<file path="config.mk">
export PLATFORM = sky130hd
export DESIGN_NAME = delay_timer_io_filter
export DESIGN_NICKNAME = d
export VERILOG_FILES = /design/src/delay_timer_io_filter.v
export VERILOG_INCLUDE_DIRS = /design/src
export SDC_FILE = /design/constraint.sdc
export NUM_CORES = 1
export LEC_CHECK = 0
export ABC_CLOCK_PERIOD_IN_PS = 8210
export BUFFER_PORTS_ARGS = -buffer_cell sky130_fd_sc_hd__buf_2
export CAP_MARGIN = 20
export CORE_MARGIN = 2
export CORE_UTILIZATION = 50
export CTS_BUF_LIST = sky130_fd_sc_hd__clkbuf_16
export DETAILED_ROUTE_END_ITERATION = 10
export GPL_TIMING_DRIVEN = 0
export PLACE_DENSITY = 0.81
export RECOVER_POWER = 25
export SLEW_MARGIN = 10
export SYNTH_ARGS = -nofsm -noshare
export SYNTH_HDL_FRONTEND = slang
export SYNTH_SLANG_ARGS = --single-unit
</file>
<file path="constraint.sdc">
create_clock -name sys_clk_in -period 8.21 [get_ports sys_clk_in]
set_input_delay 2.463 -clock sys_clk_in [delete_from_list [all_inputs] [get_ports sys_clk_in]]
set_output_delay 2.463 -clock sys_clk_in [all_outputs]
set_load 0.1 [all_outputs]
</file>
<file path="src/delay_timer_defs.vh">
// Constants for the on/off delay timer block.
// Included by delay_timer_io_filter.v; definitions only.
`ifndef DELAY_TIMER_DEFS_VH
`define DELAY_TIMER_DEFS_VH

// Register byte offsets
`define REG_CTRL_ADDR 8'h00
`define REG_ON_DELAY_ADDR 8'h04
`define REG_OFF_DELAY_ADDR 8'h08
`define REG_STATUS_ADDR 8'h0C

// Control register fields
`define CTRL_IN_FUNC_LSB 0
`define CTRL_OUT_FUNC_LSB 8
`define CTRL_RUN_BIT 16

// Function codes that enable the timer
`define FUNC_TIMER_IN 8'h12
`define FUNC_TIMER_OUT 8'h0C

// Status fields
`define STAT_OUT_BIT 0
`define STAT_IN_BIT 1
`define STAT_EN_BIT 2
`define STAT_REJ_BIT 3

// Delay settings in 0.1 s units
`define DELAY_MAX 12'hBB8
`define DELAY_RESET 12'h000

// Tick timing
`define TICK_MS 100
`define CLK_KHZ 50000

`endif

</file>
<file path="src/delay_timer_io_filter.v">
// On-delay / off-delay timer between a digital input and a digital output.
// Assumes one 50 MHz clock, a classic Wishbone master, synchronous input.
// Function
// - Timer active only when input function is 18 and output function is 12.
// - Output turns on after input stays on longer than the on-delay.
// - Output turns off after input stays off longer than the off-delay.
// - Delay settings are write-protected while the drive runs.
// - Input and output are general purpose, filtering sensor or switch bounce.
`timescale 1ns/1ps
`include "delay_timer_defs.vh"

module delay_timer_io_filter #(
    parameter TICK_CYCLES = (`TICK_MS * `CLK_KHZ),
    parameter DW = 12
) (
    input wire sys_clk_in,
    input wire nrst_in,
    input wire wb_cyc_in,
    input wire wb_stb_in,
    input wire wb_we_in,
    input wire [7:0] wb_adr_in,
    input wire [3:0] wb_sel_in,
    input wire [31:0] wb_dat_in,
    output reg [31:0] wb_dat_out,
    output reg wb_ack_out,
    input wire drive_running_in,
    input wire timer_in,
    output reg timer_out
);

    // Release is delayed two edges so every flop leaves reset together
    reg rst_meta_ff;
    reg rst_sync_ff;
    wire rst_n = rst_sync_ff;

    always @(posedge sys_clk_in or negedge nrst_in) begin
        if (!nrst_in) begin
            rst_meta_ff <= 1'b0;
            rst_sync_ff <= 1'b0;
        end else begin
            rst_meta_ff <= 1'b1;
            rst_sync_ff <= rst_meta_ff;
        end
    end

    reg [7:0] in_func_ff;
    reg [7:0] out_func_ff;
    reg [DW-1:0] on_delay_setting_ff;
    reg [DW-1:0] off_delay_setting_ff;
    reg reject_ff;
    reg [31:0] tick_cnt_ff;
    reg tick_ff;
    reg [DW-1:0] delay_cnt_ff;
    reg [DW-1:0] nxt_delay_cnt;
    reg nxt_out;
    reg [31:0] nxt_rd_dat;

    // Counter constants sized to the delay width
    localparam [DW-1:0] COUNT_ZERO = {DW{1'b0}};
    localparam [DW-1:0] COUNT_ONE = {{(DW-1){1'b0}}, 1'b1};

    wire access = wb_cyc_in & wb_stb_in & ~wb_ack_out;
    wire wr = access & wb_we_in;
    wire timer_en = (in_func_ff == `FUNC_TIMER_IN) &&
                    (out_func_ff == `FUNC_TIMER_OUT);

    // Clamp a written delay to its legal range
    function [DW-1:0] clamp_delay;
        input [31:0] value;
        begin
            if (value[15:0] > {4'h0, `DELAY_MAX})
                clamp_delay = `DELAY_MAX;
            else
                clamp_delay = value[DW-1:0];
        end
    endfunction

    // Saturates, so a count can never wrap back and fire early
    function [DW-1:0] inc_count;
        input [DW-1:0] count;
        begin
            if (&count)
                inc_count = count;
            else
                inc_count = count + COUNT_ONE;
        end
    endfunction

    // Pending delay has run out; a zero setting passes at once
    function delay_done;
        input [DW-1:0] count;
        input [DW-1:0] setting;
        input tick;
        begin
            if (setting == COUNT_ZERO)
                delay_done = 1'b1;
            else
                delay_done = tick && (count >= setting);
        end
    endfunction

    // Delay writes during a run are dropped and flagged instead
    wire delay_adr = (wb_adr_in == `REG_ON_DELAY_ADDR) || (wb_adr_in == `REG_OFF_DELAY_ADDR);
    wire set_reject = wr && delay_adr && drive_running_in;
    wire clr_reject = wr && (wb_adr_in == `REG_STATUS_ADDR) && wb_sel_in[0] &&
                      wb_dat_in[`STAT_REJ_BIT];

    // Set wins over a clear in the same cycle
    always @(posedge sys_clk_in or negedge rst_n) begin
        if (!rst_n)
            reject_ff <= 1'b0;
        else if (set_reject)
            reject_ff <= 1'b1;
        else if (clr_reject)
            reject_ff <= 1'b0;
    end

    // Read word of the addressed register; unmapped offsets read zero
    always @* begin
        case (wb_adr_in)
            `REG_CTRL_ADDR:
                nxt_rd_dat = {15'h0000, drive_running_in, out_func_ff, in_func_ff};
            `REG_ON_DELAY_ADDR:
                nxt_rd_dat = {20'h0_0000, on_delay_setting_ff};
            `REG_OFF_DELAY_ADDR:
                nxt_rd_dat = {20'h0_0000, off_delay_setting_ff};
            `REG_STATUS_ADDR:
                nxt_rd_dat = {28'h000_0000, reject_ff, timer_en, timer_in, timer_out};
            default:
                nxt_rd_dat = 32'h0000_0000;
        endcase
    end

    // Register write path and registered read data
    always @(posedge sys_clk_in or negedge rst_n) begin
        if (!rst_n) begin
            in_func_ff <= 8'h00;
            out_func_ff <= 8'h00;
            on_delay_setting_ff <= `DELAY_RESET;
            off_delay_setting_ff <= `DELAY_RESET;
            wb_ack_out <= 1'b0;
            wb_dat_out <= 32'h0000_0000;
        end else begin
            wb_ack_out <= access;
            if (wr) begin
                case (wb_adr_in)
                    `REG_CTRL_ADDR: begin
                        if (wb_sel_in[0])
                            in_func_ff <= wb_dat_in[7:0];
                        if (wb_sel_in[1])
                            out_func_ff <= wb_dat_in[15:8];
                    end
                    `REG_ON_DELAY_ADDR: begin
                        if (!drive_running_in && wb_sel_in[1:0] == 2'b11)
                            on_delay_setting_ff <= clamp_delay(wb_dat_in);
                    end
                    `REG_OFF_DELAY_ADDR: begin
                        if (!drive_running_in && wb_sel_in[1:0] == 2'b11)
                            off_delay_setting_ff <= clamp_delay(wb_dat_in);
                    end
                    default: begin
                    end
                endcase
            end
            if (access && !wb_we_in)
                wb_dat_out <= nxt_rd_dat;
            else
                wb_dat_out <= 32'h0000_0000;
        end
    end

    // 0.1 s tick; a free-running tick gives up to one tick of slack per delay
    always @(posedge sys_clk_in or negedge rst_n) begin
        if (!rst_n) begin
            tick_cnt_ff <= 32'h0000_0000;
            tick_ff <= 1'b0;
        end else if (tick_cnt_ff >= TICK_CYCLES - 1) begin
            tick_cnt_ff <= 32'h0000_0000;
            tick_ff <= 1'b1;
        end else begin
            tick_cnt_ff <= tick_cnt_ff + 32'h0000_0001;
            tick_ff <= 1'b0;
        end
    end

    // Delay filter: count ticks while input differs from output
    always @* begin
        nxt_delay_cnt = delay_cnt_ff;
        nxt_out = timer_out;
        if (!timer_en) begin
            nxt_delay_cnt = {DW{1'b0}};
            nxt_out = 1'b0;
        end else if (timer_in == timer_out) begin
            nxt_delay_cnt = {DW{1'b0}};
        end else if (timer_in) begin
            if (delay_done(delay_cnt_ff, on_delay_setting_ff, tick_ff)) begin
                nxt_out = 1'b1;
                nxt_delay_cnt = COUNT_ZERO;
            end else if (tick_ff) begin
                nxt_delay_cnt = inc_count(delay_cnt_ff);
            end
        end else begin
            if (delay_done(delay_cnt_ff, off_delay_setting_ff, tick_ff)) begin
                nxt_out = 1'b0;
                nxt_delay_cnt = COUNT_ZERO;
            end else if (tick_ff) begin
                nxt_delay_cnt = inc_count(delay_cnt_ff);
            end
        end
    end

    // Output pin comes straight from this flop, no decode behind it
    always @(posedge sys_clk_in or negedge rst_n) begin
        if (!rst_n) begin
            delay_cnt_ff <= {DW{1'b0}};
            timer_out <= 1'b0;
        end else begin
            delay_cnt_ff <= nxt_delay_cnt;
            timer_out <= nxt_out;
        end
    end

endmodule // delay_timer_io_filter

</file>
==> reports/metrics.yaml <==
floorplanning:
  core_sq_mm: 0.0108
  die_w_um: 109
  die_h_um: 109
  ioPinCount: 85
  die-area_sq_mm: 0.0120
  start_util_pct: 51.3
  rows: 38
routing:
  viasPerCell: 5.80
  vias: 4510
  routedWlPerCell_um: 16.7
  antenna_left: 0
  firstDrtPassIters: 5
  drtIter0Drc: 429
  finalWirelength_mm: 13.0
  drc: 0
worst_hold_path:
  hold_class: "flop to flop"
cts:
  cts.sinks: 107
  post_cts_buffers: 0
  h-tree-depth: 3
  clk_latency_ps: 350
  tritoncts: "done"
  cts_max_path_buffers: 2
  path_clk_slew_ps: 70
  hold_buffers: 0
  post_cts_resized: 0
  cts_root_buffer: "clkbuf_16"
  cts_made_buffers: 9
power:
  leakagePower_nw: 2.84
  p_per_area_mw_per_mm2: 159
  peakVddDrop_v: 0.000120
place:
  dpl_cell_area_sq_mm: 0.00609
  hpwlAfterDp_mm: 9.75
  gp_congestion: 0.862
  portBuffers: 48
status:
  status: "finished with violations"
  violations: "max-capacitance violations, max-slew violations"
cells_and_area:
  drive_above_1_share_pct: 17.1
  fin_util_pct: 58.5
  nets: 710
  finalInstanceArea_sq_mm: 0.00634
  syn_to_final_growth_pct: 13.9
  diodes: 0
sta:
  setup_violations: 0
  finalClockSkew_ps: 7.88
  hold_viol: 0
  fin_crit_sh_pct: 55.3
  finalMaxSlewViolations: 108
  tightest_slew_ps: 3390
  finalSetupTns_ps: 0
  slew_headroom_pct: -126
  period_needed_ps: 4540
  rsz0062_at_grt: "no"
  fmax_mhz: 220
critical_path:
  crit_path_start_kind: "flop"
  worstPathRequired_ps: 7910
  arrival_ps: 4240
  end_kind: "asynchronous set/reset pin"
  worst-path-buf-inv: 1
  crit_chain: "clkbuf_1"
  cp_max_fo: 66
  slowest_stage: "clkbuf_1"
  cp_slowest_stage_delay_ps: 2460
  path_class: "flop to asynchronous set/reset pin"
  crit_family: "buffers and inverters"
global_routing:
  grt_usage_pct: 23.7
  grt_max_degree: 67
  grt_pass1_vias: 4544
  grt_pass1_wl_mm: 21.8
  antenna_found_initial: 0
  overflow: 0
synthesis:
  netlist_area_sq_mm: 0.00556
  synth_flop_cell: "dfrtp_1"
  synth_edf_count: 0
  ys_types: 53
  ys_top_cells_by_area: "dfrtp_1, ha_1, mux2_2"
  ys_warn_count: 0
  netlist.area_leader.share_pct: 48.1
  synth-seq-area-share_pct: 48.1
  synth_top_cell_by_area: "dfrtp_1"
  syn_inst: 550
  synth_seq_cells: 107
  synthArstFlopShare_pct: 100
  synth_area_per_cell_sq_um: 10.1
run:
  cap_viol_max_count: 2
## stage by stage
stage	setup slack [ps]	hold WS, ps	std cells	total power [mW]
6_report	3670	352	778	1.01
5_1_grt	2640	357	778	1.04
4_1_cts	4150	345	778	1.01
3_5_place_dp	3800	337	762	0.619
3_3_place_gp	3930	336	761	0.616
2_1_floorplan	4280	331	573	0.600
## path summary, 6_finish.rpt
check / from / end / slack [ps] / cells past startpoint
setup reg to reg: rst_n / in_func_ff[1] / 3670 / 1
min in group asynchronous: rst_n / tick_cnt_ff[24] / 650 / 0
setup / recovery: rst_n / in_func_ff[1] / 3670 / 1
hold reg to reg: rst_meta_ff / rst_n / 350 / 0
hold / removal: rst_meta_ff / rst_n / 350 / 0
max in group sys_clk_in: wb_adr_in[5] / on_delay_setting_ff[7] / 4090 / 8
## flip-flops by register name, summed over array words and instances (netlist names)
signal                count
wb_dat_out               17
rst_n                     1
on_delay_setting_ff      12
tick_ff                   1
reject_ff                 1
off_delay_setting_ff     12
out_func_ff               8
in_func_ff                8
delay_cnt_ff             12
wb_ack_out                1
rst_meta_ff               1
timer_out                 1
tick_cnt_ff              32
## routing by layer
metal  GRT usage (%)  routed length (um)  up-vias
met1            29.3                5370     2191
met3            5.75                 915       41
met5               0                   0        -
li1                -                   -     2080
met4            8.41                 294        0
met2            40.3                6400      198
## cells in the final DEF (no fill, tap or decap), drive strengths merged, types with 2 or more instances in the layout
| cell | synthesis | final |
|---|---|---|
| a211oi | 19 | 19 |
| a21o | 2 | 2 |
| a21oi | 28 | 28 |
| a31oi | 5 | 5 |
| a41o | 2 | 2 |
| and2 | 8 | 8 |
| and3 | 8 | 8 |
| and4 | 5 | 5 |
| buf | 23 | 71 |
| clkbuf | 14 | 24 |
| clkinv | 0 | 3 |
| clkinvlp | 0 | 2 |
| conb | 2 | 25 |
| dfrtp | 107 | 107 |
| ha | 26 | 26 |
| inv | 32 | 34 |
| mux2 | 16 | 16 |
| mux2i | 10 | 10 |
| mux4 | 4 | 4 |
| nand2 | 44 | 44 |
| nand2b | 2 | 2 |
| nand3 | 17 | 17 |
| nand3b | 2 | 2 |
| nand4 | 13 | 13 |
| nor2 | 43 | 43 |
| nor2b | 8 | 8 |
| nor3 | 9 | 9 |
| nor4 | 16 | 16 |
| nor4bb | 2 | 2 |
| o21a | 2 | 2 |
| o21ai | 26 | 26 |
| o31ai | 10 | 10 |
| or3 | 5 | 5 |
| xnor2 | 20 | 20 |
| xor2 | 7 | 7 |
## kinds of logic after synthesis
group           share of synthesized area (%)
fa+ha+maj                                5.85
other cells                             0.135
xor+xnor                                 4.25
simple gates                             17.4
buf+inv                                  5.96
compound gates                           11.6
mux                                      6.66
flops                                    48.1
## synthesized netlist by cell type, drive strengths merged (9+ instances only)
| cell | instances |
|---|---|
| nor2 | 43 |
| nand3 | 17 |
| o31ai | 10 |
| nor3 | 9 |
| o21ai | 26 |
| dfrtp | 107 |
| mux2 | 16 |
| xnor2 | 20 |
| a211oi | 19 |
| ha | 26 |
| nand4 | 13 |
| clkbuf | 14 |
| nor4 | 16 |
| buf | 23 |
| inv | 32 |
| mux2i | 10 |
| a21oi | 28 |
| nand2 | 44 |
## cell type report
| class | count | area [sq um] |
|---|---|---|
| clock inverters | 7 | 45.0 |
| clock buffers | 9 | 225 |
| multi-input cells | 397 | 2640 |
| inverters | 32 | 120 |
| flip-flops and latches | 107 | 2680 |
| well taps | 140 | 175 |
| fillers | 905 | 4500 |
| repair buffers | 49 | 244 |
| plain buffers | 37 | 211 |
## where the power goes
part / switching (mW) / leakage [nW] / internal, mW
logic: 0.0544 / 1.25 / 0.0171
clock network: 0.193 / 0.131 / 0.205
registers: 0.00533 / 1.46 / 0.531
total: 0.253 / 2.84 / 0.752
(Power assumes the default switching activity.)
